$ cat config.mk
export PLATFORM = sky130hd
export DESIGN_NAME = flsi_top
export DESIGN_NICKNAME = d
export VERILOG_FILES = /design/src/logic/flsi_pkg.sv /design/src/logic/flsi_top.sv /design/src/logic/flsi_skid_buf.sv
export VERILOG_INCLUDE_DIRS = /design/src /design/src/logic
export SDC_FILE = /design/constraint.sdc
export NUM_CORES = 1
export LEC_CHECK = 0
export BUFFER_PORTS_ARGS = -buffer_cell sky130_fd_sc_hd__buf_4
export CAP_MARGIN = 20
export CORE_ASPECT_RATIO = 1.25
export CORE_MARGIN = 2
export CORE_UTILIZATION = 54
export DETAILED_ROUTE_END_ITERATION = 8
export GPL_TIMING_DRIVEN = 0
export PLACE_DENSITY = 0.76
export SYNTH_ARGS = -nofsm -noshare
export SYNTH_HDL_FRONTEND = slang
export SYNTH_SLANG_ARGS = --single-unit
$ cat constraint.sdc
create_clock -name aclk -period 2.95 [get_ports aclk]
set_input_delay 0 -clock aclk [delete_from_list [all_inputs] [get_ports aclk]]
set_output_delay 0 -clock aclk [all_outputs]
set_load 0.01 [all_outputs]
$ cat src/logic/flsi_consts.svh
`ifndef FLSI_CONSTS_SVH
`define FLSI_CONSTS_SVH

// Register byte offsets
`define FLSI_REG_CTRL      4'h0
`define FLSI_REG_TXDATA    4'h4
`define FLSI_REG_STATUS    4'h8
`define FLSI_REG_RXDATA    4'hC

// Control register fields
`define FLSI_CTRL_T1       0
`define FLSI_CTRL_NRZ      1
`define FLSI_CTRL_LIU      2
`define FLSI_CTRL_SFR      3
`define FLSI_CTRL_RX_MULTIFRAME_SOURCE    4
`define FLSI_CTRL_RATE_LO  5
`define FLSI_CTRL_RATE_HI  7
`define FLSI_CTRL_RESET    8'h02

// Clock rates in Hz
`define FLSI_ACLK_HZ       100000000
`define FLSI_T1_HZ         1544000
`define FLSI_E1_HZ         2048000
`define FLSI_SYS_HZ        4096000

// Frame geometry
`define FLSI_T1_BITS       9'd193
`define FLSI_E1_BITS       9'd256
`define FLSI_T1_MF         5'd24
`define FLSI_E1_CAS_MF     5'd16
`define FLSI_E1_CRC_MF     5'd16
`define FLSI_SYS_PER_FRM   9'd511

`endif

$ cat src/logic/flsi_pkg.sv
package flsi_pkg;
    typedef enum logic [1:0] {
        FLSI_FREERUN,
        FLSI_LINESYNC,
        FLSI_BUSSYNC
    } flsi_clk_mode_e;

    typedef logic [1:0] flsi_resp_t;
    localparam flsi_resp_t FLSI_OKAY   = 2'h0;
    localparam flsi_resp_t FLSI_SLVERR = 2'h2;
endpackage

$ cat src/logic/flsi_top.sv
// Operation
// - LIU off and NRZ: data on rail A at line clock rise, rail B idle.
// - LIU off, dual-rail: rails A and B complementary, updated at line clock rise.
// - Receive positive input carries data; negative input carries its complement.
// - Gapped link clock at 4 to 20 kHz; partner captures on rising edges.
// - Received data leaves as serial link stream, changing on recovered clock rise.
// - Low on transmit multiframe input sets the transmit multiframe boundary.
// - Transmit multiframe input high: device generates multiframe alignment itself.
// - Receive multiframe marker pulses so next frame out is frame zero.
// - E1 receive marker follows CRC multiframe if source bit set, else signaling.
// - Sync select high: system clock, frame pulse are inputs; low: outputs.
// - Device drives 4.096 MHz system clock whenever sync select is low, in any mode.
// - Recovered clock is output and captures received line data.
// - LIU off: same clock output at line rate launches transmit rail data.
// - Frame pulse delimits 32-channel frame; device drives it while sync select is low.
// - Receive frame pulse at 8 kHz, low one recovered clock period.
`timescale 1ns/1ps
`include "flsi_consts.svh"
module flsi_top
    import flsi_pkg::*;
(
    input  wire logic        aclk,
    input  wire logic        aresetn,
    input  wire logic [3:0]  s_axi_awaddr,
    input  wire logic        s_axi_awvalid,
    output logic             s_axi_awready,
    input  wire logic [31:0] s_axi_wdata,
    input  wire logic [3:0]  s_axi_wstrb,
    input  wire logic        s_axi_wvalid,
    output logic             s_axi_wready,
    output logic [1:0]       s_axi_bresp,
    output logic             s_axi_bvalid,
    input  wire logic        s_axi_bready,
    input  wire logic [3:0]  s_axi_araddr,
    input  wire logic        s_axi_arvalid,
    output logic             s_axi_arready,
    output logic [31:0]      s_axi_rdata,
    output logic [1:0]       s_axi_rresp,
    output logic             s_axi_rvalid,
    input  wire logic        s_axi_rready,
    input  wire logic        rx_line_pos,
    input  wire logic        rx_line_neg,
    input  wire logic        tx_multiframe_mark,
    input  wire logic        bus_line_sync_select,
    input  wire logic        system_clk_4m_i,
    output logic             system_clk_4m_o,
    output logic             system_clk_4m_oe_n,
    input  wire logic        frame_sync_pulse_i,
    output logic             frame_sync_pulse_o,
    output logic             frame_sync_pulse_oe_n,
    output logic             tx_rail_a,
    output logic             tx_rail_b,
    output logic             recovered_line_clk,
    output logic             rx_link_gapped_clk,
    output logic             rx_link_serial,
    output logic             rx_multiframe_mark,
    output logic             rx_frame_pulse
);
    //------------------------------------------------------------------
    // Pin synchronisers
    //------------------------------------------------------------------
    logic [5:0] pin_raw;
    logic [5:0] pin_s1_ff;
    logic [5:0] pin_s2_ff;
    assign pin_raw = {frame_sync_pulse_i, system_clk_4m_i, bus_line_sync_select,
                      tx_multiframe_mark, rx_line_neg, rx_line_pos};
    genvar gi;
    generate
        for (gi = 0; gi < 6; gi++) begin : g_sync
            // Two stages per asynchronous pin
            always_ff @(posedge aclk) begin
                if (!aresetn) begin
                    pin_s1_ff[gi] <= 1'b1;
                    pin_s2_ff[gi] <= 1'b1;
                end else begin
                    pin_s1_ff[gi] <= pin_raw[gi];
                    pin_s2_ff[gi] <= pin_s1_ff[gi];
                end
            end
        end
    endgenerate
    logic rx_pos_s, rx_neg_s, tx_multiframe_mark_s, bls_s, ext_c4_s, ext_f0_s;
    assign {ext_f0_s, ext_c4_s, bls_s, tx_multiframe_mark_s, rx_neg_s, rx_pos_s} = pin_s2_ff;

    //------------------------------------------------------------------
    // Control register and mode
    //------------------------------------------------------------------
    logic [7:0]     ctrl_ff;
    logic           t1_mode, nrz, liu_en, rx_multiframe_source;
    logic [2:0]     link_rate;
    flsi_clk_mode_e clk_mode;
    assign t1_mode   = ctrl_ff[`FLSI_CTRL_T1];
    assign nrz       = ctrl_ff[`FLSI_CTRL_NRZ];
    assign liu_en    = ctrl_ff[`FLSI_CTRL_LIU];
    assign rx_multiframe_source     = ctrl_ff[`FLSI_CTRL_RX_MULTIFRAME_SOURCE];
    assign link_rate = ctrl_ff[`FLSI_CTRL_RATE_HI:`FLSI_CTRL_RATE_LO];
    // Bus-sync needs both selects; the pin alone sets pin direction
    assign clk_mode = !ctrl_ff[`FLSI_CTRL_SFR] ? FLSI_FREERUN :
                      (bls_s ? FLSI_BUSSYNC : FLSI_LINESYNC);

    //------------------------------------------------------------------
    // Clock synthesis: phase accumulators on aclk, edges as enables
    //------------------------------------------------------------------
    localparam logic [63:0] T1_STEP64  = (64'(`FLSI_T1_HZ) << 32) / 64'(`FLSI_ACLK_HZ);
    localparam logic [63:0] E1_STEP64  = (64'(`FLSI_E1_HZ) << 32) / 64'(`FLSI_ACLK_HZ);
    localparam logic [63:0] SYS_STEP64 = (64'(`FLSI_SYS_HZ) << 32) / 64'(`FLSI_ACLK_HZ);
    logic [31:0] line_acc_ff, sys_acc_ff, line_step;
    logic        line_msb_ff, sys_msb_ff, line_tick, sys_tick, sys_resync;
    assign line_step = t1_mode ? T1_STEP64[31:0] : E1_STEP64[31:0];
    assign line_tick = line_acc_ff[31] && !line_msb_ff;
    assign sys_tick  = sys_acc_ff[31] && !sys_msb_ff;

    // Line accumulator: one rise per line bit
    always_ff @(posedge aclk) begin
        if (!aresetn) begin
            line_acc_ff <= 32'h0;
            line_msb_ff <= 1'b0;
        end else begin
            line_acc_ff <= line_acc_ff + line_step;
            line_msb_ff <= line_acc_ff[31];
        end
    end

    // System clock accumulator; line-sync re-phases it each line frame
    always_ff @(posedge aclk) begin
        if (!aresetn) begin
            sys_acc_ff <= 32'h0;
            sys_msb_ff <= 1'b0;
        end else begin
            sys_acc_ff <= sys_resync ? 32'h0 : sys_acc_ff + SYS_STEP64[31:0];
            sys_msb_ff <= sys_acc_ff[31];
        end
    end

    //------------------------------------------------------------------
    // Transmit path
    //------------------------------------------------------------------
    logic        txb_in_valid, txb_in_ready, txb_out_valid, txb_pop;
    logic [31:0] txb_out_data, tx_shift_ff;
    logic [4:0]  tx_bitcnt_ff, tx_frame_ff;
    logic [5:0]  tx_left_ff;
    logic        tx_bit;
    logic [8:0]  frm_last;
    logic [4:0]  tx_mf_last;
    assign frm_last   = (t1_mode ? `FLSI_T1_BITS : `FLSI_E1_BITS) - 9'd1;
    assign tx_mf_last = (t1_mode ? `FLSI_T1_MF : `FLSI_E1_CAS_MF) - 5'd1;
    assign txb_pop    = line_tick && (tx_left_ff == 6'd0);
    assign tx_bit     = (tx_left_ff == 6'd0) ? (txb_out_valid ? txb_out_data[0] : 1'b1)
                                             : tx_shift_ff[0];

    flsi_skid_buf #(.W(32)) u_txbuf (
        .aclk      (aclk),
        .aresetn   (aresetn),
        .in_valid  (txb_in_valid),
        .in_ready  (txb_in_ready),
        .in_data   (s_axi_wdata),
        .out_valid (txb_out_valid),
        .out_ready (txb_pop),
        .out_data  (txb_out_data)
    );

    // Word serialiser, LSB first; idle ones when software runs dry
    always_ff @(posedge aclk) begin
        if (!aresetn) begin
            tx_shift_ff <= 32'h0;
            tx_left_ff  <= 6'd0;
        end else if (line_tick) begin
            if (tx_left_ff == 6'd0) begin
                tx_shift_ff <= {1'b1, txb_out_data[31:1]};
                tx_left_ff  <= txb_out_valid ? 6'd31 : 6'd0;
            end else begin
                tx_shift_ff <= {1'b1, tx_shift_ff[31:1]};
                tx_left_ff  <= tx_left_ff - 6'd1;
            end
        end
    end

    always_ff @(posedge aclk) begin
        if (!aresetn) begin
            tx_rail_a <= 1'b0;
            tx_rail_b <= 1'b0;
        end else if (line_tick) begin
            tx_rail_a <= !liu_en && tx_bit;
            tx_rail_b <= !liu_en && !nrz && !tx_bit;
        end
    end

    always_ff @(posedge aclk) begin
        if (!aresetn) begin
            tx_bitcnt_ff <= 5'd0;
            tx_frame_ff  <= 5'd0;
        end else if (!tx_multiframe_mark_s) begin
            tx_bitcnt_ff <= 5'd0;
            tx_frame_ff  <= 5'd0;
        end else if (line_tick) begin
            tx_bitcnt_ff <= tx_bitcnt_ff + 5'd1;
            if (tx_bitcnt_ff == 5'd31) begin
                tx_frame_ff <= (tx_frame_ff == tx_mf_last) ? 5'd0 : tx_frame_ff + 5'd1;
            end
        end
    end

    //------------------------------------------------------------------
    // Receive path
    //------------------------------------------------------------------
    logic [8:0]  rx_bit_ff;
    logic [4:0]  rx_frame_ff, rx_mf_last;
    logic [31:0] rx_word_ff;
    logic        rx_data, split_bad;
    logic        link_gate;
    logic [3:0]  link_bits;
    assign rx_data    = rx_pos_s;
    assign split_bad  = !nrz && (rx_pos_s == rx_neg_s);
    assign rx_mf_last = (t1_mode ? `FLSI_T1_MF : (rx_multiframe_source ? `FLSI_E1_CRC_MF
                                                        : `FLSI_E1_CAS_MF)) - 5'd1;
    assign link_bits  = (link_rate > 3'd4) ? 4'd1 : 4'({1'b0, link_rate}) + 4'd1;
    // Two-frame window: N bits pass per window gives N x 4 kHz
    assign link_gate  = rx_frame_ff[0] == 1'b0 && rx_bit_ff < 9'(link_bits);
    assign sys_resync = (clk_mode == FLSI_LINESYNC) && line_tick && (rx_bit_ff == frm_last);

    always_ff @(posedge aclk) begin
        if (!aresetn) begin
            rx_bit_ff   <= 9'd0;
            rx_frame_ff <= 5'd0;
            rx_word_ff  <= 32'h0;
        end else if (line_tick) begin
            rx_word_ff <= {rx_data, rx_word_ff[31:1]};
            rx_bit_ff  <= (rx_bit_ff == frm_last) ? 9'd0 : rx_bit_ff + 9'd1;
            if (rx_bit_ff == frm_last) begin
                rx_frame_ff <= (rx_frame_ff >= rx_mf_last) ? 5'd0 : rx_frame_ff + 5'd1;
            end
        end
    end

    always_ff @(posedge aclk) begin
        if (!aresetn) begin
            rx_link_serial     <= 1'b1;
            rx_multiframe_mark <= 1'b1;
            rx_frame_pulse     <= 1'b1;
        end else if (line_tick) begin
            rx_link_serial     <= rx_data;
            rx_multiframe_mark <= !(rx_bit_ff == frm_last && rx_frame_ff >= rx_mf_last);
            rx_frame_pulse     <= !(rx_bit_ff == frm_last);
        end
    end

    always_ff @(posedge aclk) begin
        if (!aresetn) begin
            recovered_line_clk <= 1'b0;
            rx_link_gapped_clk <= 1'b0;
        end else begin
            recovered_line_clk <= line_acc_ff[31];
            rx_link_gapped_clk <= !line_acc_ff[31] && link_gate;
        end
    end

    //------------------------------------------------------------------
    // System clock and frame pulse pins
    //------------------------------------------------------------------
    logic [8:0] sys_cnt_ff;
    always_ff @(posedge aclk) begin
        if (!aresetn) begin
            sys_cnt_ff <= 9'd0;
        end else if (sys_resync) begin
            sys_cnt_ff <= 9'd0;
        end else if (sys_tick) begin
            sys_cnt_ff <= sys_cnt_ff + 9'd1;
        end
    end

    always_ff @(posedge aclk) begin
        if (!aresetn) begin
            system_clk_4m_o       <= 1'b1;
            system_clk_4m_oe_n    <= 1'b1;
            frame_sync_pulse_o    <= 1'b1;
            frame_sync_pulse_oe_n <= 1'b1;
        end else begin
            system_clk_4m_o       <= !sys_acc_ff[31];
            system_clk_4m_oe_n    <= bls_s;
            frame_sync_pulse_o    <= !(sys_cnt_ff == `FLSI_SYS_PER_FRM);
            frame_sync_pulse_oe_n <= bls_s;
        end
    end

    //------------------------------------------------------------------
    // AXI4-Lite slave
    //------------------------------------------------------------------
    logic       aw_full_ff, w_full_ff, wr_fire, is_txdata;
    logic [3:0] aw_addr_ff, ar_addr;
    logic [31:0] w_data_ff, status;
    logic [3:0]  w_strb_ff;
    assign is_txdata    = aw_addr_ff == `FLSI_REG_TXDATA;
    // TXDATA waits for buffer room: back-pressure reaches the master
    assign wr_fire      = aw_full_ff && w_full_ff && !s_axi_bvalid
                          && (!is_txdata || txb_in_ready);
    assign txb_in_valid = wr_fire && is_txdata;
    assign ar_addr      = s_axi_araddr;
    assign status = {13'h0, split_bad, rx_frame_ff, 3'h0, tx_frame_ff,
                     ext_f0_s, ext_c4_s, bls_s, txb_out_valid, !txb_in_ready};
    assign s_axi_awready = !aw_full_ff;
    assign s_axi_wready  = !w_full_ff;
    assign s_axi_arready = !s_axi_rvalid;

    // Address and data captured in either order
    always_ff @(posedge aclk) begin
        if (!aresetn) begin
            aw_full_ff <= 1'b0;
            w_full_ff  <= 1'b0;
            aw_addr_ff <= 4'h0;
            w_data_ff  <= 32'h0;
            w_strb_ff  <= 4'h0;
        end else begin
            if (s_axi_awvalid && !aw_full_ff) begin
                aw_full_ff <= 1'b1;
                aw_addr_ff <= {s_axi_awaddr[3:2], 2'b00};
            end else if (wr_fire) begin
                aw_full_ff <= 1'b0;
            end
            if (s_axi_wvalid && !w_full_ff) begin
                w_full_ff <= 1'b1;
                w_data_ff <= s_axi_wdata;
                w_strb_ff <= s_axi_wstrb;
            end else if (wr_fire) begin
                w_full_ff <= 1'b0;
            end
        end
    end

    // Register write and write response
    always_ff @(posedge aclk) begin
        if (!aresetn) begin
            ctrl_ff      <= `FLSI_CTRL_RESET;
            s_axi_bvalid <= 1'b0;
            s_axi_bresp  <= FLSI_OKAY;
        end else begin
            if (wr_fire) begin
                s_axi_bvalid <= 1'b1;
                s_axi_bresp  <= (aw_addr_ff == `FLSI_REG_CTRL || is_txdata) ? FLSI_OKAY
                                                                            : FLSI_SLVERR;
                if (aw_addr_ff == `FLSI_REG_CTRL && w_strb_ff[0]) begin
                    ctrl_ff <= w_data_ff[7:0];
                end
            end else if (s_axi_bready) begin
                s_axi_bvalid <= 1'b0;
            end
        end
    end

    // Read channel, one cycle after address
    always_ff @(posedge aclk) begin
        if (!aresetn) begin
            s_axi_rvalid <= 1'b0;
            s_axi_rdata  <= 32'h0;
            s_axi_rresp  <= FLSI_OKAY;
        end else if (s_axi_arvalid && !s_axi_rvalid) begin
            s_axi_rvalid <= 1'b1;
            s_axi_rresp  <= FLSI_OKAY;
            unique case ({ar_addr[3:2], 2'b00})
                `FLSI_REG_CTRL:   s_axi_rdata <= {24'h0, ctrl_ff};
                `FLSI_REG_TXDATA: s_axi_rdata <= 32'h0;
                `FLSI_REG_STATUS: s_axi_rdata <= status;
                `FLSI_REG_RXDATA: s_axi_rdata <= rx_word_ff;
                default: begin
                    s_axi_rdata <= 32'h0;
                    s_axi_rresp <= FLSI_SLVERR;
                end
            endcase
        end else if (s_axi_rready) begin
            s_axi_rvalid <= 1'b0;
        end
    end
endmodule

$ cat src/logic/flsi_skid_buf.sv
`timescale 1ns/1ps
module flsi_skid_buf
    import flsi_pkg::*;
#(
    parameter int W = 32
) (
    input  wire logic         aclk,
    input  wire logic         aresetn,
    input  wire logic         in_valid,
    output logic              in_ready,
    input  wire logic [W-1:0] in_data,
    output logic              out_valid,
    input  wire logic         out_ready,
    output logic [W-1:0]      out_data
);
    logic [W-1:0] slot_ff [2];
    logic [1:0]   count_ff;
    logic         rd_ptr_ff;
    logic         wr_ptr_ff;
    logic         push;
    logic         pop;

    // Two entries, so a stalled drain never drops a word
    assign in_ready  = (count_ff != 2'd2);
    assign out_valid = (count_ff != 2'd0);
    assign out_data  = slot_ff[rd_ptr_ff];
    assign push      = in_valid && in_ready;
    assign pop       = out_valid && out_ready;

    // Storage
    always_ff @(posedge aclk) begin
        if (push) begin
            slot_ff[wr_ptr_ff] <= in_data;
        end
    end

    // Pointers and fill level
    always_ff @(posedge aclk) begin
        if (!aresetn) begin
            count_ff  <= 2'd0;
            rd_ptr_ff <= 1'b0;
            wr_ptr_ff <= 1'b0;
        end else begin
            if (push) begin
                wr_ptr_ff <= ~wr_ptr_ff;
            end
            if (pop) begin
                rd_ptr_ff <= ~rd_ptr_ff;
            end
            if (push && !pop) begin
                count_ff <= count_ff + 2'd1;
            end else if (pop && !push) begin
                count_ff <= count_ff - 2'd1;
            end
        end
    end
endmodule

After elaboration in Yosys (flattened, before gate mapping). Memories as Yosys holds them, arrays and structs flattened. A register that Yosys moved wholly into a read port is not among the register bits. Cells that the tools add are included. W data, S select, Z words.

Register bits after elaboration: 251. RAM bits: 64. Input port bits: 57. Output and inout port bits: 52. Word-level logic and storage cells: 165. Memories kept: 1.

Memories: u_txbuf.slot_ff (words 2, bits a word 32, read ports 1, clocked after Yosys merged registers in 1, wr ports 1, line flsi_skid_buf.sv:16) `logic [W-1:0] slot_ff [2];`.

Add/subtract/negate cells: 13. Magnitude comparators: 3. Eq/ne operators: 11. Multiplexer cells: 29. Bitwise gates (word level): 4. Reductions and logical operators: 58.

Operators by type and width (number): $pmux W32 S4 (1); $add A32 B27 Y32 (1); $add A32 B28 Y32 const B (1); $mux W31 (1); $mux W27 (1); $logic_and A1 B1 Y1 (24); $add A9 B1 Y9 const B (2); $logic_not A1 Y1 (18); $mux W9 (2); $add A5 B1 Y5 const B (3); $mux W5 (3); $mux W1 (13); $reduce_bool A2 Y1 (6); $mux W2 (5); $eq A9 B9 Y1 (1); $eq A9 B9 Y1 const B (1); $lt A9 B4 Y1 (1); $sub A9 B1 Y9 const B (1); $mux W4 (2); $reduce_and A2 Y1 (4); $eq A2 B1 Y1 const B (3); $logic_not A6 Y1 (1); $mux W6 (1); $sub A6 B1 Y6 const B (1); 16 further kinds (21).

Logic depth before layout (Yosys ltp). Gate-level depths: netlist of run 1.

Word-level depth: 10. Depth in mapped cells: 10. Mapped depth without buffers: 10.

Cells and area by module. Synthesis of run 1 repeated with hierarchy kept, for this count alone.

Cells, all modules: 1405. Area total of the unflattened synthesis: 13719.4 um^2.

By module, submodules not included: flsi_top (instances 1, cells an instance 1281, area an instance 11168.2 um^2, sequential area each 4884.7 um^2); flsi_skid_buf (instances 1, cells an instance 124, area an instance 2551.2 um^2, sequential area each 2021.9 um^2).

Worst setup path after synthesis of run 1. Ideal clock, no wire load.

Path kind: reg2reg. Start point: register w_full_ff. End point: memory u_txbuf.slot_ff[0][0] (enable). Library setup time: 0.426 ns. Arrival: 2.518 ns. Data required time: 2.524 ns. Setup slack: 0.005 ns. Cell stages (with the launch flop): 5. Path buffers: 0. Clock period less this slack: 2.945 ns. Cells stage by stage: dfxtp_1 -> inv_1 -> nor3_1 -> and4bb_2 -> nor2b_1.

Word-level cells in the longest chain between the ends: 7.

RTL lines: from (decl) (line flsi_top.sv:288) `logic aw_full_ff, w_full_ff, wr_fire, is_txdata;`; from (signal assigned) (line flsi_top.sv:308) `w_full_ff <= 1'b0;`; from (signal assigned) (line flsi_top.sv:320) `w_full_ff <= 1'b1;`; from (signal assigned) (line flsi_top.sv:324) `w_full_ff <= 1'b0;`; $logic_and A1 B1 Y1 (2 in a row) (line flsi_top.sv:294) `assign wr_fire = aw_full_ff && w_full_ff && !s_axi_bvalid`; $logic_and A1 B1 Y1 (line flsi_top.sv:295) `&& (!is_txdata || txb_in_ready);`; $logic_and A1 B1 Y1 (line flsi_top.sv:296) `assign txb_in_valid = wr_fire && is_txdata;`; $logic_and A1 B1 Y1 (line flsi_skid_buf.sv:27) `assign push = in_valid && in_ready;`; via u_txbuf.push (line flsi_skid_buf.sv:20) `logic push;`; $mux W1 (line flsi_skid_buf.sv:32) `if (push) begin`; $mux W1 (implied by the code) (line flsi_skid_buf.sv:33) `slot_ff[wr_ptr_ff] <= in_data;`; to (decl) (line flsi_skid_buf.sv:16).

The timed path passes the listed nets, and every way through them passes these cells.

Worst setup path in the final report of run 1.
Start point: register ctrl_ff[0]. End point: register line_acc_ff[26].

Word-level cells in the longest chain between the ends: 2.

RTL lines: from (decl) (line flsi_top.sv:88) `logic [7:0] ctrl_ff;`; from (signal assigned) (line flsi_top.sv:332) `` ctrl_ff <= `FLSI_CTRL_RESET; ``; from (signal assigned) (line flsi_top.sv:341) `ctrl_ff <= w_data_ff[7:0];`; $mux W27 (line flsi_top.sv:109) `assign line_step = t1_mode ? T1_STEP64[31:0] : E1_STEP64[31:0];`; $add A32 B27 Y32 (line flsi_top.sv:119) `line_acc_ff <= line_acc_ff + line_step;`; to (signal assigned) (line flsi_top.sv:119); to (decl) (line flsi_top.sv:107) `logic [31:0] line_acc_ff, sys_acc_ff, line_step;`.

Every way passes these cells. A chain may end at the register's enable or synchronous reset.

==> impl_metrics.csv, run 1 <==
group,metric,value,unit
yosys,ys_ff_latch,313,
clock_tree,cts_buffer_depth,3,
outcome,status,"complete, no violations",
pwr,peakVddDrop,0.000560,V
drt,via_count,10400,
finish,postLayoutCoreUtil,66.0,%
sta,worstMarginPinSlew,0.896,ns
sta,tns,0,ns
setup_path,cp.arrival,3.21,ns
placement,gp_congestion,0.885,
yosys,ys_warn_count,0,
sta,slew_violations,0,
floorplan,die_height,180,microns
sta,fin_worst_skew,0.0154,ns
yosys,syn-cell-area,13400,sq um
setup_path,worstSetupPathType,"reg -> reg",
sta,period_minus_slack,2.79,ns
flow_run,drv_cap,0,
placement,place_ws,-0.589,ns
finish,drive_gt1_share,12.0,%
yosys,syn_area_per_cell,9.76,sq um
global_route,antenna_found_initial,0,
setup_path,setup.worst_path.start_class,"flop",
setup_path,cp_slowest_stage_delay,0.43,ns
placement,io_buffers,95,
yosys,netlist.area_leader.share,37.3,%
setup_path,worstPathRequired,3.37,ns
floorplan,fp-row-count,64,
finish,finalNonFillerCells,1910,
yosys,synth-edff-count,64,
setup_path,r2r_cells,10,
sta,period_share,94.4,%
sta,rsz0062_at_grt,"false",
clock_tree,clock_latency,0.55,ns
sta,slew_headroom,40.3,%
worst_hold_path,worstHoldPathCells,4,
pwr,p_per_area,611,nW/um^2
sta,final_hold_viol_count,0,
yosys,ys_async_sr_fraction,0,%
setup_path,worstReg2RegStart,"ctrl_ff[0]",
yosys,synth.distinct_cells,72,
finish,diodes,0,
floorplan,start_util,54.8,%
drt,first_pass_iters,5,
drt,routed_wire_length_per_instance,16.1,microns
floorplan,core-area,24400,sq um
clock_tree,cts_made_buffers,30,
pwr,p_leak,6.13,nW
yosys,synth_ff_type,"dfxtp_1",
drt,via_per_inst,5.47,
global_route,grt_pass1_wl,49800,microns
worst_hold_path,min_from,"s_axi_araddr[2]",
global_route,grt_usage,23.5,%
worst_hold_path,hold_class,"in -> reg",
pwr,total_power,9.85,mW
yosys,synth_top_cell_by_area,"dfxtp_1",
floorplan,die_area,26100,sq um
global_route,gr-total-overflow,0,
sta,setup_viol,0,
drt,wirelength,30700,microns
finish,fin_nets,1646,
setup_path,end_kind,"flop",
setup_path,r2r_slack,0.16,ns
yosys,synthCells,1370,
floorplan,dieWidth,145,microns
sta,fin_ws,0.164,ns
clock_tree,numClockSinks,313,
drt,drc,0,
setup_path,path_common_cell,"or2_2",
setup_path,critPathMaxFanout,7,
floorplan,pin_count,109,
sta,fmax,359,MHz
yosys,synth.most_common_cell,"dfxtp_1",
clock_tree,cts_tree,"built",
clock_tree,h-tree-depth,1,
yosys,synth-seq-area-share,51.6,%
setup_path,reg2reg_to,"line_acc_ff[26]",
global_route,grt_pass1_vias,10300,
drt,drt_iter0_markers,606,
setup_path,critPathSlowestCell,"ha_1",
yosys,synth_common_cells,"249 x dfxtp_1, 224 x nand2_1, 83 x nor2_1",
clock_tree,clockRootBuffer,"clkbuf_16",
placement,place_inst,1798,
clock_tree,path_clk_slew,0.06,ns
setup_path,cp_cell_sequence,"clkinvlp_4 -> buf_4 -> ha_1 -> nand4_1 -> or2_2 -> a31o_2 -> a21oi_1 -> or2_2 -> a31oi_1 -> mux2i_1",
drt,ant_nets,0,
global_route,grt_max_degree,33,
finish,area_growth,20.5,%
placement,dpl.hpwl,20900,microns
yosys,synth_area_leaders,"dfxtp_1 37%, edfxtp_1 14%, nand2_1 6.3%",
worst_hold_path,hold_end,"s_axi_rdata[13]",
power by group:
part / total [mW] / switching (mW) / internal (mW)
Sequential: 4.74 / 0.171 / 4.56
Combinational: 1.16 / 0.608 / 0.549
Clock: 3.96 / 1.61 / 2.35
Total: 9.85 / 2.39 / 7.46
layout by cell type, fill, tap and decap left out, drive strengths merged, types with 4 or more instances in the layout:
| cell | count |
|---|---|
| buf | 122 |
| ha | 33 |
| bufinv | 4 |
| a21o | 5 |
| xnor2 | 34 |
| nor3b | 4 |
| dlygate4sd3 | 50 |
| o211ai | 37 |
| and3 | 8 |
| o21ai | 35 |
| clkinvlp | 6 |
| mux2i | 52 |
| nand2 | 224 |
| nand3b | 4 |
| a221o | 4 |
| xor2 | 35 |
| nor3 | 21 |
| nor2b | 54 |
| nand4 | 15 |
| o21a | 5 |
| a22oi | 26 |
| clkinv | 5 |
| mux2 | 8 |
| nand2b | 26 |
| o31ai | 4 |
| inv | 20 |
| and3b | 5 |
| o211a | 6 |
| nand3 | 20 |
| nor2 | 83 |
| or3 | 8 |
| clkbuf | 97 |
| a21oi | 56 |
| dfxtp | 249 |
| and2 | 31 |
| a21boi | 65 |
| a211oi | 9 |
| edfxtp | 64 |
| a31oi | 7 |
logic make-up (layout without fill, tap and decap cells):
family / after synthesis / count (layout) / share of synthesized area, %
simple gates: 518 / 518 / 18.6
flops: 313 / 313 / 51.6
compound gates: 280 / 280 / 14.6
buf+inv: 96 / 304 / 2.95
xor+xnor: 69 / 69 / 4.52
mux: 60 / 60 / 4.56
fa+ha+maj: 33 / 33 / 3.09
other cells: 1 / 3 / 0.0280
flip-flops by register name, indices dropped and copies added, names as in the netlist, 2 cells and up, named ones only:
name and flops:
pin_s1_ff 6, line_acc_ff 32, rx_bit_ff 9, tx_frame_ff 5
s_axi_rdata 32, tx_shift_ff 32, rx_frame_ff 5, aw_addr_ff 2
sys_cnt_ff 9, sys_acc_ff 30, w_data_ff 8, ctrl_ff 8
tx_bitcnt_ff 5, tx_left_ff 6, u_txbuf.slot_ff 64, rx_word_ff 32
u_txbuf.count_ff 2
repair_timing:
item,in CTS,in global routing
pin swaps,0,0
resized for setup,3,2
endpoints found under the setup margin,20,9
hold buffers,50,0
endpoints found under the hold margin,107,0
buffers inserted,2,4
worst max path at each step:
stage / slack, ns / cells after the start / startpoint / to
after floorplan: 0.005 / 4 / w_full_ff / u_txbuf.slot_ff[0][0]
after global routing: 0.06 / 10 / ctrl_ff[0] / line_acc_ff[19]
after detailed placement: -0.59 / 9 / ctrl_ff[0] / line_acc_ff[26]
after global placement: -1.10 / 4 / w_full_ff / u_txbuf.slot_ff[0][12]
final: 0.16 / 10 / ctrl_ff[0] / line_acc_ff[26]
after CTS: 0.04 / 10 / ctrl_ff[0] / line_acc_ff[28]
through the flow:
step	cell area, sq um	hold WS [ns]
2_1_floorplan	13400	0.0989
3_3_place_gp	14500	0.186
3_5_place_dp	14500	0.188
4_1_cts	16100	0.0425
5_1_grt	16100	0.0900
6_report	16100	0.0524
critical path, delay by kind of cell, from the launching register on:
kind	cells	cell delay (ns)
DFF	1	0.41
and+or+nand+nor	3	0.72
adders and majority gates	1	0.43
buffers and inverters	2	0.29
AOI/OAI and AO/OA	3	0.63
muxes	1	0.16
cell type report:
type | instances | area (sq um)
fillers | 1894 | 8300
repair buffers | 152 | 1280
inverters | 21 | 82.6
plain buffers | 75 | 315
clock buffers | 42 | 847
flip-flops and latches | 313 | 6910
well taps | 330 | 413
clock inverters | 14 | 180
multi-input cells | 963 | 6100
metal layers:
layer  share of wire [%]  routed length (microns)  GRT usage [%]
met1                  41                    12700           28.6
met2                  50                    15500           41.8
met3                 4.8                     1480           3.01
met4                 3.4                     1040           8.93
met5                   0                        0              0
(Power assumes the default switching activity.)
==> inputs of run 2 (changes only) <==
Settings changed: CORE_UTILIZATION 54 to 60, PLACE_DENSITY 0.76 to 0.8.
Clock period 2.95 ns to 2.78 ns, I/O delays scaled along.
==> run 2 against run 1 <==
Clock skew rose by 0.0095 ns. Utilization rose by 7.0 points. Wire length rose by 0.42%. Total power rose by 7.7%. Register-to-register slack got worse by 0.04 ns. Non-clock buffer count fell by 4. Sequential power rose by 5.9%. Count of clock-buffer cells in the layout rose by 1. Cell area fell by 0.14%. Global-route usage rose by 3.0 points. Combinational power rose by 7%. Via count rose by 0.40%.
==> impl_metrics.csv, run 2 (same netlist as run 1, synthesis figures left out) <==
group,metric,value,unit
setup_path,worstReg2RegStart,"ctrl_ff[0]",
floorplan,fp-row-count,61,
drt,routed_wire_length_per_instance,16.6,microns
floorplan,dieWidth,138,microns
setup_path,end_kind,"flop",
clock_tree,cts_made_buffers,30,
global_route,grt_pass1_wl,49900,microns
drt,first_pass_iters,5,
clock_tree,clockRootBuffer,"clkbuf_16",
global_route,grt_pass1_vias,10200,
pwr,peakVddDrop,0.000687,V
pwr,p_per_area,659,nW/um^2
drt,ant_nets,0,
global_route,antenna_found_initial,0,
worst_hold_path,worstHoldPathCells,4,
drt,drc,0,
setup_path,crit_family,"compound AO/OA/AOI/OAI gates",
clock_tree,path_clk_slew,0.06,ns
floorplan,start_util,60.7,%
flow_run,drv_cap,0,
global_route,gr-total-overflow,0,
floorplan,die_height,171,microns
sta,slew_violations,0,
sta,rsz0062_at_grt,"true",
sta,fmax,376,MHz
sta,period_share,95.5,%
worst_hold_path,min_from,"s_axi_araddr[2]",
clock_tree,numClockSinks,313,
clock_tree,cts_buffer_depth,3,
finish,postLayoutCoreUtil,73.0,%
pwr,p_leak,6.15,nW
finish,area_growth,20.4,%
clock_tree,cts_tree,"built",
sta,period_minus_slack,2.66,ns
pwr,pwr-share-comb,11.7,%
setup_path,r2r_slack,0.12,ns
pwr,total_power,10.6,mW
finish,layout_common_cells,"248 x dfxtp_1, 224 x nand2_1, 101 x buf_4, 83 x nor2_1",
setup_path,crit_buf_inv,1,
placement,io_buffers,95,
setup_path,worstSetupPathType,"reg -> reg",
setup_path,cp_slowest_stage_delay,0.42,ns
setup_path,setup.worst_path.start_class,"flop",
worst_hold_path,hold_end,"s_axi_rdata[9]",
global_route,grt_usage,26.5,%
sta,slew_headroom,40.9,%
sta,final_hold_viol_count,0,
finish,largest_reg_flops,64,
finish,drive_gt1_share,12.3,%
floorplan,die_area,23500,sq um
finish,diodes,0,
floorplan,pin_count,109,
clock_tree,h-tree-depth,1,
setup_path,r2r_cells,9,
drt,wirelength,30900,microns
placement,gp_congestion,0.917,
global_route,grt_max_degree,33,
pwr,clkPwrFrac,41.0,%
setup_path,critPathMaxFanout,7,
worst_hold_path,hold_class,"in -> reg",
clock_tree,clock_latency,0.56,ns
setup_path,cp_cell_sequence,"clkinvlp_4 -> ha_1 -> a31o_2 -> a21oi_1 -> o211ai_1 -> o21ai_0 -> nand2_1 -> a41oi_1 -> mux2i_1",
pwr,p_sw_share,24.0,%
finish,fin_nets,1642,
pwr,seq_power_share,47.3,%
setup_path,reg2reg_to,"line_acc_ff[28]",
finish,final_area,16100,sq um
finish,largest_register,"u_txbuf.slot_ff",
sta,fin_worst_skew,0.0249,ns
drt,via_count,10500,
placement,dpl.hpwl,20500,microns
sta,setup_viol,0,
placement,dpl-instance-area,14500,sq um
pwr,p_switching,2.54,mW
pwr,p_int,8.07,mW
floorplan,core-area,22100,sq um
finish,final_common_cell,"dfxtp_1",
drt,drt_iter0_markers,599,
sta,worstMarginPinSlew,0.887,ns
setup_path,worstPathRequired,3.27,ns
setup_path,critPathSlowestCell,"ha_1",
outcome,status,"complete, no violations",
setup_path,cp.arrival,3.15,ns
drt,via_per_inst,5.65,
[run 2: changes by cell type in the layout (fill, tap and decap cells not counted), sizes merged]
cell | before | now
buf | 122 | 118
clkbuf | 97 | 98
clkinvlp | 6 | 2
clkinv | 5 | 7
[run 2: stage by stage]
step	hold slack (ns)	cells	setup TNS (ns)	setup slack (ns)
after floorplan	0.0989	1372	0	0.148
after global placement	0.185	1750	-14.40	-0.762
after detailed placement	0.188	1751	-11.25	-0.802
after CTS	0.0447	1858	0	0.0878
after global routing	0.0923	1858	-0.00419	-0.00419
final	0.0581	1858	0	0.124
[run 2: layer usage]
metal	part of all wire, %	wire length, microns	up-vias	GRT usage, %
met1	41	12800	4994	32.3
met3	5.3	1630	83	3.67
met2	50	15400	266	47.4
li1	-	-	5146	-
met5	0	0	-	0
met4	3.4	1050	0	9.77
[run 2: worst max-delay path by stage]
stage                       to  cells after the start  slack (ns)        from
2_1_floorplan  line_acc_ff[29]                      9        0.15  ctrl_ff[0]
3_3_place_gp   line_acc_ff[29]                      9       -0.76  ctrl_ff[0]
3_5_place_dp   line_acc_ff[29]                      9       -0.80  ctrl_ff[0]
4_1_cts        line_acc_ff[29]                      9        0.09  ctrl_ff[0]
5_1_grt        line_acc_ff[19]                      9      -0.004  ctrl_ff[0]
6_report       line_acc_ff[28]                      9        0.12  ctrl_ff[0]
[run 2: cell type report]
type	count	area [sq um]
clock inverters	12	165
repair buffers	148	1250
inverters	21	82.6
fillers	1603	5950
plain buffers	75	315
flip-flops and latches	313	6910
multi-input cells	963	6110
well taps	283	354
clock buffers	43	912
[run 2: power groups by stage]
stage | Combinational, mW | Sequential [mW] | Clock (mW)
final | 1.24 | 5.02 | 4.35
after global routing | 1.38 | 5.05 | 4.57
after CTS | 1.22 | 5.02 | 4.40
after detailed placement | 1.15 | 5.12 | 0
after global placement | 1.13 | 5.11 | 0
after floorplan | 0.870 | 5.08 | 0
[run 2: timing repair]
item | CTS | global route
endpoints found under the hold margin | 101 | 0
setup buffers | 2 | 0
pin swaps | 0 | 0
hold buffers | 50 | 0
gates resized for setup | 3 | 6
gates cloned | 0 | 0
endpoints found under the setup margin | 25 | 9
[run 2: worst register-to-register path, stage by stage (launching register included)]
cell	delay, ns
dfxtp_4	0.38
clkinvlp_4	0.22
ha_1	0.42
a31o_2	0.28
a21oi_1	0.21
o211ai_1	0.16
o21ai_0	0.30
nand2_1	0.15
a41oi_1	0.29
mux2i_1	0.20
